===== config.mk =====
export PLATFORM = sky130hd
export DESIGN_NAME = sov_top
export DESIGN_NICKNAME = d
export VERILOG_FILES = /design/src/core/sov_pkg.sv /design/src/core/sov_top.sv
export VERILOG_INCLUDE_DIRS = /design/src /design/src/core
export SDC_FILE = /design/constraint.sdc
export NUM_CORES = 1
export LEC_CHECK = 0
export ABC_AREA = 1
export BUFFER_PORTS_ARGS = -buffer_cell sky130_fd_sc_hd__buf_2
export CAP_MARGIN = 20
export CORE_AREA = 2 2 146 148
export CTS_BUF_LIST = sky130_fd_sc_hd__clkbuf_16
export DETAILED_ROUTE_END_ITERATION = 7
export DIE_AREA = 0 0 148 150
export GPL_ROUTABILITY_DRIVEN = 0
export PLACE_DENSITY = 0.56
export SYNTH_ARGS = -nofsm -noshare
export SYNTH_HDL_FRONTEND = slang
export SYNTH_SLANG_ARGS = --single-unit

===== constraint.sdc =====
create_clock -name clk -period 2.3 [get_ports clk]
set_input_delay 0.23 -clock clk [delete_from_list [all_inputs] [get_ports clk]]
set_output_delay 0.23 -clock clk [all_outputs]
set_load 0.005 [all_outputs]

===== src/core/sov_map.svh =====
`ifndef SOV_MAP_SVH
`define SOV_MAP_SVH
// Register offsets
`define SOV_ADDR_RST_SRC 8'h11
`define SOV_ADDR_RST_CTL 8'h12
`define SOV_ADDR_FLG_SRC 8'h13
`define SOV_ADDR_FLG_CTL 8'h14
`define SOV_ADDR_WD_CFG  8'h15
`define SOV_ADDR_STATUS  8'h17
// Reset values
`define SOV_RST_SRC_INIT 8'h01
`define SOV_RST_CTL_INIT 8'h00
`define SOV_FLG_SRC_INIT 8'h01
`define SOV_FLG_CTL_INIT 8'h00
`define SOV_WD_CFG_INIT  8'h00
// Readable bits of the control registers
`define SOV_RST_CTL_MASK 8'h8F
`define SOV_FLG_CTL_MASK 8'h0F
// Field positions
`define SOV_SRC_MR     0
`define SOV_SRC_PEER   1
`define SOV_SRC_IN_LO  2
`define SOV_SRC_IN_HI  7
`define SOV_CTL_MODE   0
`define SOV_CTL_DLY_LO 1
`define SOV_CTL_DLY_HI 3
`define SOV_CTL_WD_DEP 7
`define SOV_WD_MODE    0
`define SOV_WD_INI_LO  1
`define SOV_WD_INI_HI  3
`define SOV_WD_NRM_LO  4
`define SOV_WD_NRM_HI  6
`define SOV_WD_EN      7
// Timing: clock, time base tick and watchdog pulse
`define SOV_CLK_NS      20
`define SOV_TICK_US     5
`define SOV_TICK_CYC    ((`SOV_TICK_US * 1000) / `SOV_CLK_NS)
`define SOV_WD_PULSE_NS 100
`define SOV_WD_PULSE_CYC (`SOV_WD_PULSE_NS / `SOV_CLK_NS)
// Release delays in microseconds, codes 0 to 7
`define SOV_T_R0_US 25
`define SOV_T_R1_US 1560
`define SOV_T_R2_US 6250
`define SOV_T_R3_US 25000
`define SOV_T_R4_US 50000
`define SOV_T_R5_US 200000
`define SOV_T_R6_US 400000
`define SOV_T_R7_US 1600000
// Watchdog periods in microseconds, codes 0 to 7
`define SOV_T_W0_US 6250
`define SOV_T_W1_US 25000
`define SOV_T_W2_US 100000
`define SOV_T_W3_US 400000
`define SOV_T_W4_US 1600000
`define SOV_T_W5_US 6400
`define SOV_T_W6_US 25600000
`define SOV_T_W7_US 102400000
`endif


===== src/core/sov_pkg.sv =====
package sov_pkg;
  // Watchdog sequencing states
  typedef enum logic [3:0] {
    SOV_WD_OFF    = 4'b0001,
    SOV_WD_FIRST  = 4'b0010,
    SOV_WD_STEADY = 4'b0100,
    SOV_WD_FIRED  = 4'b1000
  } sov_wd_e;
  // Tick counts up to the longest watchdog period
  typedef logic [24:0] sov_cnt_t;
endpackage : sov_pkg


===== src/core/sov_top.sv =====
`timescale 1ns/1ps
`default_nettype none
`include "sov_map.svh"
module sov_top
  import sov_pkg::*;
#(
  parameter int TICK_CYC = `SOV_TICK_CYC
) (
  input  wire logic       clk,
  input  wire logic       rst_b,
  input  wire logic       cfg_wr,
  input  wire logic [7:0] cfg_addr,
  input  wire logic [7:0] cfg_wdata,
  output logic      [7:0] cfg_rdata,
  input  wire logic       manual_reset_in_b,
  input  wire logic [5:0] monitored_supply_prim_ok,
  input  wire logic [5:0] monitored_supply_sec_ok,
  input  wire logic       watchdog_kick_in,
  output logic            reset_out_b,
  output logic            voltage_fault_flag_out_b,
  output logic            watchdog_expiry_out_b,
  output logic            reset_open_drain,
  output logic            flag_open_drain,
  output logic            wd_open_drain
);
  logic [7:0] rst_src, rst_ctl, flg_src, flg_ctl, wd_cfg, rdata;
  logic [7:0] next_rst_src, next_rst_ctl, next_flg_src, next_flg_ctl;
  logic [7:0] next_wd_cfg, next_rdata;
  logic [11:0] tick_cnt, next_tick_cnt;
  logic        tick;
  logic [1:0]  out_b, next_out_b, fault;
  sov_cnt_t    cnt [0:1];
  sov_cnt_t    next_cnt [0:1];
  sov_cnt_t    dly [0:1];
  sov_wd_e     wd_state, next_wd_state;
  sov_cnt_t    wd_cnt, next_wd_cnt, first_ticks, steady_ticks;
  logic        wd_b, next_wd_b, kick_q, next_kick_q, kick_edge;
  logic [3:0]  pulse_cnt, next_pulse_cnt;

  // Release delay lookup; flag code 110 reuses the reset figure
  function automatic sov_cnt_t rel_ticks(input logic [2:0] code);
    case (code)
      3'h0:    rel_ticks = 25'(`SOV_T_R0_US / `SOV_TICK_US);
      3'h1:    rel_ticks = 25'(`SOV_T_R1_US / `SOV_TICK_US);
      3'h2:    rel_ticks = 25'(`SOV_T_R2_US / `SOV_TICK_US);
      3'h3:    rel_ticks = 25'(`SOV_T_R3_US / `SOV_TICK_US);
      3'h4:    rel_ticks = 25'(`SOV_T_R4_US / `SOV_TICK_US);
      3'h5:    rel_ticks = 25'(`SOV_T_R5_US / `SOV_TICK_US);
      3'h6:    rel_ticks = 25'(`SOV_T_R6_US / `SOV_TICK_US);
      default: rel_ticks = 25'(`SOV_T_R7_US / `SOV_TICK_US);
    endcase
  endfunction : rel_ticks

  // Watchdog period lookup, shared by both period fields
  function automatic sov_cnt_t wd_ticks(input logic [2:0] code);
    case (code)
      3'h0:    wd_ticks = 25'(`SOV_T_W0_US / `SOV_TICK_US);
      3'h1:    wd_ticks = 25'(`SOV_T_W1_US / `SOV_TICK_US);
      3'h2:    wd_ticks = 25'(`SOV_T_W2_US / `SOV_TICK_US);
      3'h3:    wd_ticks = 25'(`SOV_T_W3_US / `SOV_TICK_US);
      3'h4:    wd_ticks = 25'(`SOV_T_W4_US / `SOV_TICK_US);
      3'h5:    wd_ticks = 25'(`SOV_T_W5_US / `SOV_TICK_US);
      3'h6:    wd_ticks = 25'(`SOV_T_W6_US / `SOV_TICK_US);
      default: wd_ticks = 25'(`SOV_T_W7_US / `SOV_TICK_US);
    endcase
  endfunction : wd_ticks

  // Register writes take effect at once; read data is registered
  always_comb begin
    next_rst_src = rst_src;
    next_rst_ctl = rst_ctl;
    next_flg_src = flg_src;
    next_flg_ctl = flg_ctl;
    next_wd_cfg  = wd_cfg;
    if (cfg_wr) begin
      case (cfg_addr)
        `SOV_ADDR_RST_SRC: next_rst_src = cfg_wdata;
        `SOV_ADDR_RST_CTL: next_rst_ctl = cfg_wdata & `SOV_RST_CTL_MASK;
        `SOV_ADDR_FLG_SRC: next_flg_src = cfg_wdata;
        `SOV_ADDR_FLG_CTL: next_flg_ctl = cfg_wdata & `SOV_FLG_CTL_MASK;
        `SOV_ADDR_WD_CFG:  next_wd_cfg  = cfg_wdata;
        default:           next_wd_cfg  = wd_cfg;
      endcase
    end
    case (cfg_addr)
      `SOV_ADDR_RST_SRC: next_rdata = rst_src;
      `SOV_ADDR_RST_CTL: next_rdata = rst_ctl;
      `SOV_ADDR_FLG_SRC: next_rdata = flg_src;
      `SOV_ADDR_FLG_CTL: next_rdata = flg_ctl;
      `SOV_ADDR_WD_CFG:  next_rdata = wd_cfg;
      `SOV_ADDR_STATUS:  next_rdata = {wd_state, 1'b0, wd_b, out_b[1], out_b[0]};
      default:           next_rdata = 8'h00;
    endcase
  end

  always_ff @(posedge clk) begin
    if (!rst_b) begin
      rst_src <= `SOV_RST_SRC_INIT;
      rst_ctl <= `SOV_RST_CTL_INIT;
      flg_src <= `SOV_FLG_SRC_INIT;
      flg_ctl <= `SOV_FLG_CTL_INIT;
      wd_cfg  <= `SOV_WD_CFG_INIT;
      rdata   <= 8'h00;
    end else begin
      rst_src <= next_rst_src;
      rst_ctl <= next_rst_ctl;
      flg_src <= next_flg_src;
      flg_ctl <= next_flg_ctl;
      wd_cfg  <= next_wd_cfg;
      rdata   <= next_rdata;
    end
  end

  // Shared time base; a long period takes fewer counter bits than
  // clock-counted delays
  always_comb begin
    tick = (tick_cnt == 12'h000);
    next_tick_cnt = tick ? 12'(TICK_CYC - 1) : tick_cnt - 12'h001;
  end

  // Assertion causes for both outputs
  always_comb begin
    // reset causes; watchdog cause; registered flag fed in
    fault[0] = (rst_src[`SOV_SRC_MR] & ~manual_reset_in_b)
             | (rst_src[`SOV_SRC_PEER] & ~out_b[1])
             | (|(rst_src[`SOV_SRC_IN_HI:`SOV_SRC_IN_LO] & ~monitored_supply_prim_ok))
             | (rst_ctl[`SOV_CTL_WD_DEP] & ~wd_b)
             | (rst_src == 8'h00 && !rst_ctl[`SOV_CTL_WD_DEP]);
    // flag causes; registered reset fed in
    fault[1] = (flg_src[`SOV_SRC_MR] & ~manual_reset_in_b)
             | (flg_src[`SOV_SRC_PEER] & ~out_b[0])
             | (|(flg_src[`SOV_SRC_IN_HI:`SOV_SRC_IN_LO] & ~monitored_supply_sec_ok))
             | (flg_src == 8'h00);
    // reset delay code; flag delay code
    dly[0] = rel_ticks(rst_ctl[`SOV_CTL_DLY_HI:`SOV_CTL_DLY_LO]);
    dly[1] = rel_ticks(flg_ctl[`SOV_CTL_DLY_HI:`SOV_CTL_DLY_LO]);
  end

  // Output channels; one extra tick covers the partial first tick
  always_comb begin
    for (int i = 0; i < 2; i++) begin
      next_out_b[i] = out_b[i];
      next_cnt[i]   = cnt[i];
      if (fault[i]) begin
        next_out_b[i] = 1'b0;
        next_cnt[i]   = dly[i] + 25'd1;
      // release once all causes clear and delay done
      end else if (!out_b[i]) begin
        if (cnt[i] == 25'd0) begin
          next_out_b[i] = 1'b1;
        end else if (tick) begin
          next_cnt[i] = cnt[i] - 25'd1;
        end
      end
    end
  end

  always_ff @(posedge clk) begin
    if (!rst_b) begin
      tick_cnt <= 12'h000;
      out_b    <= 2'b00;
      cnt[0]   <= 25'(`SOV_T_R0_US / `SOV_TICK_US + 1);
      cnt[1]   <= 25'(`SOV_T_R0_US / `SOV_TICK_US + 1);
    end else begin
      tick_cnt <= next_tick_cnt;
      out_b    <= next_out_b;
      cnt[0]   <= next_cnt[0];
      cnt[1]   <= next_cnt[1];
    end
  end

  // Watchdog sequencing
  always_comb begin
    first_ticks    = wd_ticks(wd_cfg[`SOV_WD_INI_HI:`SOV_WD_INI_LO]);
    steady_ticks   = wd_ticks(wd_cfg[`SOV_WD_NRM_HI:`SOV_WD_NRM_LO]);
    kick_edge      = watchdog_kick_in ^ kick_q;
    next_kick_q    = watchdog_kick_in;
    next_wd_state  = wd_state;
    next_wd_cnt    = wd_cnt;
    next_wd_b      = wd_b;
    next_pulse_cnt = pulse_cnt;
    if (!wd_cfg[`SOV_WD_EN]) begin
      next_wd_state = SOV_WD_OFF;
      next_wd_b     = 1'b1;
    end else begin
      case (wd_state)
        SOV_WD_OFF: begin
          next_wd_state = SOV_WD_FIRST;
          next_wd_cnt   = first_ticks;
        end
        SOV_WD_FIRST: begin
          if (!out_b[0]) begin
            next_wd_cnt = first_ticks;
          end else if (kick_edge || wd_cnt == 25'd0) begin
            next_wd_state = SOV_WD_STEADY;
            next_wd_cnt   = steady_ticks;
          end else if (tick) begin
            next_wd_cnt = wd_cnt - 25'd1;
          end
        end
        SOV_WD_STEADY: begin
          if (!out_b[0]) begin
            next_wd_state = SOV_WD_FIRST;
            next_wd_cnt   = first_ticks;
          end else if (kick_edge) begin
            next_wd_cnt = steady_ticks;
          end else if (wd_cnt == 25'd0) begin
            next_wd_state  = SOV_WD_FIRED;
            next_wd_b      = 1'b0;
            next_pulse_cnt = 4'(`SOV_WD_PULSE_CYC - 1);
          end else if (tick) begin
            next_wd_cnt = wd_cnt - 25'd1;
          end
        end
        SOV_WD_FIRED: begin
          // short pulse when reset is linked
          if (rst_ctl[`SOV_CTL_WD_DEP]) begin
            if (pulse_cnt == 4'h0) begin
              next_wd_b     = 1'b1;
              next_wd_state = SOV_WD_FIRST;
              next_wd_cnt   = first_ticks;
            end else begin
              next_pulse_cnt = pulse_cnt - 4'h1;
            end
          end else if (kick_edge) begin
            next_wd_b     = 1'b1;
            next_wd_state = SOV_WD_FIRST;
            next_wd_cnt   = first_ticks;
          end
        end
        default: begin
          next_wd_state = SOV_WD_OFF;
          next_wd_b     = 1'b1;
        end
      endcase
    end
  end

  always_ff @(posedge clk) begin
    if (!rst_b) begin
      wd_state  <= SOV_WD_OFF;
      wd_cnt    <= 25'd0;
      wd_b      <= 1'b1;
      kick_q    <= 1'b0;
      pulse_cnt <= 4'h0;
    end else begin
      wd_state  <= next_wd_state;
      wd_cnt    <= next_wd_cnt;
      wd_b      <= next_wd_b;
      kick_q    <= next_kick_q;
      pulse_cnt <= next_pulse_cnt;
    end
  end

  // Pins come straight from flops; driver modes
  assign cfg_rdata                = rdata;
  assign reset_out_b              = out_b[0];
  assign voltage_fault_flag_out_b = out_b[1];
  assign watchdog_expiry_out_b    = wd_b;
  assign reset_open_drain         = rst_ctl[`SOV_CTL_MODE];
  assign flag_open_drain          = flg_ctl[`SOV_CTL_MODE];
  assign wd_open_drain            = wd_cfg[`SOV_WD_MODE];
endmodule : sov_top
`default_nettype wire


==> parameters.txt <==
Parameter                              Value

Global routing
  First-pass GRT wire length ... 42.3 mm
  Global route overflow ... 0
  Number of global-route vias before repair ... about 8400
  Global router's overall resource usage ... a little under a quarter
  Pin count of the biggest net entering global routing ... 81
  Initial antenna violation count ... 0

Timing
  Worst clock skew ... around 0.013 ns
  Final hold violations ... 0
  Max-slew headroom at the worst pin ... roughly two thirds
  Worst-case hold slack ... between 0.1 and 0.15 ns
  Minimum setup slack in the final design ... 0.175 ns
  Slew at the pin with the worst max-slew slack ... about 0.5 ns
  Sum of negative setup slack ... 0 ns
  Final period util ... between 90% and 100%
  Post-layout minimum cycle time ... roughly 2.1 ns
  Unrepaired setup endpoints after global routing ... false
  Top achievable clock speed ... 0.471 GHz
  Setup Viol. Count Final ... 0
  Number of max-slew violations in the final report ... 0

Cells and area
  Share of post-route cells with drive strength above 1 ... a little under an eighth
  Post-route non-filler standard cell count ... 1727
  Antenna diode count ... 0
  Relative area change from synthesis to final layout ... 14.9%
  Total Nets Final ... 1479

CTS
  CTS buffer count ... 17
  Clock-pin slew of the registers on the worst-case setup and hold paths ... approximately 0.060 ns
  Max Buffers Root-to-Sink ... 2
  CTS Root Cell ... sky130_fd_sc_hd__clkbuf_16
  Clock Sinks ... between 100 and 150
  TritonCTS clock tree ... built
  H-tree depth reported by CTS ... 4
  Skew-Pair Late Insertion Delay ... roughly 0.43 ns
  Number of buffers inserted to repair setup after CTS ... 0

Synthesis
  Cell types with the largest area share after synthesis ... sky130_fd_sc_hd__dfxtp_1 (32%), sky130_fd_sc_hd__nand2_1 (13%), sky130_fd_sc_hd__nor2_1 (8.7%)
  Top cell type by total area after synthesis ... sky130_fd_sc_hd__dfxtp_1
  Mean instance size in the synthesized netlist ... around 6.3 µm²
  Number of warnings printed during yosys synthesis ... 0
  Top cell type's share of synthesized area ... 32.1%
  Share of synthesized flip-flops with an asynchronous set or reset ... 0%
  Top FF cell, synth ... sky130_fd_sc_hd__dfxtp_1
  Flop and latch count out of synthesis ... between 100 and 150
  Net count of the mapped netlist ... approximately 1400
  Cell Area, Synth ... 0.00872 mm²
  Unique masters post-synth ... 47
  Part of the Yosys area used for sequential elements ... approximately 32%
  Count of flip-flops with a built-in enable after synthesis ... 0
  Count of mapped cells out of synthesis ... between 1000 and 1500

Floorplan
  Row count ... 53
  Full die area ... between 0.02 and 0.025 mm²
  Top-level I/O count ... 47
  Chip height ... 150 µm
  Placeable core area ... roughly 0.021 mm²
  Starting utilization of the core area ... between 40% and 50%
  DIE WIDTH ... 148 µm

Pwr
  Maximum vdd ir drop ... roughly 0.42 mV
  Pwr per Cell Area ... 758 mW/mm²
  Lkg Pwr ... 4.56 nW

Run
  Number of maximum-capacitance violations ... 0

Setup path
  Setup Crit Path Kind ... reg -> reg
  Crit Path Max Fanout ... 6
  Element type at the critical path end ... flip-flop
  Required time of the critical path ... roughly 2.7 ns
  Data arrival, critical path ... ~2.5 ns
  Category of the worst setup path launch point ... flip-flop

Detailed routing
  DRT antenna net count ... 0
  DRC violations left ... 0
  Number of DRC markers in iteration 0 ... just under 600
  Routed WL ... ~26 mm
  Detailed-route wire length per cell ... approximately 15 µm
  Count of TritonRoute iterations in the first routing pass ... 6
  Number of vias per cell after detailed routing ... 5.20
  Total number of vias ... ~9000

Placed design
  Post-detail-place hpwl ... around 19 mm
  Dpl ws ... ~0.11 ns
  Count of input and output buffers ... 46
  Number of placed instances with taps included ... 1693

Min path
  Min-Delay Path Class ... in -> reg

Run status
  Run status ... finished, final reports clean
-- logic make-up (layout without fill, tap and decap cells) --
family                   count (synthesis)  after routing  share of synthesized area [%]
AND/OR/NAND/NOR                        705            705                           35.8
AO/OA/AOI/OAI                          272            272                           17.2
buffers and inverters                  215            288                           9.91
flip-flops                             140            140                           32.1
XOR/XNOR                                40             40                           4.02
adder cells (fa/ha/maj)                  7              7                           1.00
-- metal layers --
| metal | track usage, % | vias up | part of all wire (%) |
|---|---|---|---|
| met5 | 0 | - | 0 |
| met4 | 6.29 | 0 | 1.5 |
| met3 | 4.02 | 31 | 4.4 |
| met2 | 40.3 | 197 | 47 |
| met1 | 31.5 | 4127 | 47 |
| li1 | - | 4631 | - |
-- cell usage after synthesis (13+ instances only) --
library cell	number
sky130_fd_sc_hd__nand3_1	79
sky130_fd_sc_hd__dfxtp_1	140
sky130_fd_sc_hd__inv_1	170
sky130_fd_sc_hd__nand4_1	23
sky130_fd_sc_hd__nor2_2	13
sky130_fd_sc_hd__a31oi_1	14
sky130_fd_sc_hd__xnor2_1	13
sky130_fd_sc_hd__nor3_1	42
sky130_fd_sc_hd__a21oi_1	88
sky130_fd_sc_hd__nor2_1	202
sky130_fd_sc_hd__clkbuf_1	23
sky130_fd_sc_hd__nand2_1	296
sky130_fd_sc_hd__xor2_1	27
sky130_fd_sc_hd__o21ai_0	103
sky130_fd_sc_hd__o22ai_1	23
-- report_power, final --
part	switching, mW	leakage [nW]	internal (mW)
sequential	0.122	1.13	2.57
combinational	1.37	3.13	0.704
clock	1.27	0.296	1.56
total	2.76	4.56	4.84
-- area by class of cell --
| type | instances | area [µm²] |
|---|---|---|
| Fill cell | 2223 | 10700 |
| Multi-Input combinational cell | 1024 | 5090 |
| Sequential cell | 140 | 2800 |
| Inverter | 178 | 678 |
| Timing Repair Buffer | 77 | 503 |
| Clock buffer | 17 | 425 |
| Tap cell | 275 | 344 |
| Clock inverter | 15 | 173 |
| Timing Repair inverter | 1 | 5.00 |
-- worst max-delay path: stages (launching register included) --
cell,delay [ns]
sky130_fd_sc_hd__dfxtp_1,0.31
sky130_fd_sc_hd__inv_1,0.07
sky130_fd_sc_hd__ha_2,0.21
sky130_fd_sc_hd__nand2_2,0.09
sky130_fd_sc_hd__nor2_4,0.18
sky130_fd_sc_hd__nand2_4,0.13
sky130_fd_sc_hd__buf_4,0.19
sky130_fd_sc_hd__nor2_4,0.15
sky130_fd_sc_hd__nand2_1,0.11
sky130_fd_sc_hd__nor2_1,0.13
sky130_fd_sc_hd__xor2_1,0.18
sky130_fd_sc_hd__nand2_1,0.07
sky130_fd_sc_hd__nand2_1,0.06
sky130_fd_sc_hd__nand2_1,0.05
sky130_fd_sc_hd__a21oi_1,0.13
-- flip-flops by register name, summed over array words and instances (netlist names) --
signal,flops
wd_cnt,25
cfg_rdata,8
wd_cfg,8
wd_state,4
rst_ctl,5
tick_cnt,12
flg_src,8
flg_ctl,4
kick_q,1
cnt,50
watchdog_expiry_out_b,1
pulse_cnt,4
rst_src,8
out_b,2
-- cells in the final DEF, fill, tap and decap left out, drive strengths merged, types with 27 or more instances in the layout --
cell   instances
a21oi         91
buf           76
dfxtp        140
inv          185
nand2        312
nand3         79
nor2         224
nor3          46
o21ai        115
xor2          27
-- timing repair --
item,in CTS,in global routing
gates resized for setup,0,14
setup endpoints to repair,0,29
hold endpoints to repair,1,0
hold buffers,1,0
-- path summary, 6_finish.rpt --
kind	slack, ns	cells after the start	to	start
setup / recovery	0.17	14	wd_cnt[9]	tick_cnt[0]
hold reg to reg	0.43	1	tick_cnt[0]	tick_cnt[0]
setup reg to reg	0.17	14	wd_cnt[9]	tick_cnt[0]
hold / removal	0.12	3	flg_src[0]	cfg_wdata[0]
-- per-stage QoR --
step                      cell area (µm²)  total power, mW  utilization, %
after CTS                            9970             7.64            48.2
after global routing                10000             8.04            48.5
final                               10000             7.60            48.5
after detailed placement             9370             4.79            45.3
after global placement               9370             4.80            45.3
after floorplan                      8720             4.27               -
Power figures use the tool's default switching activity.
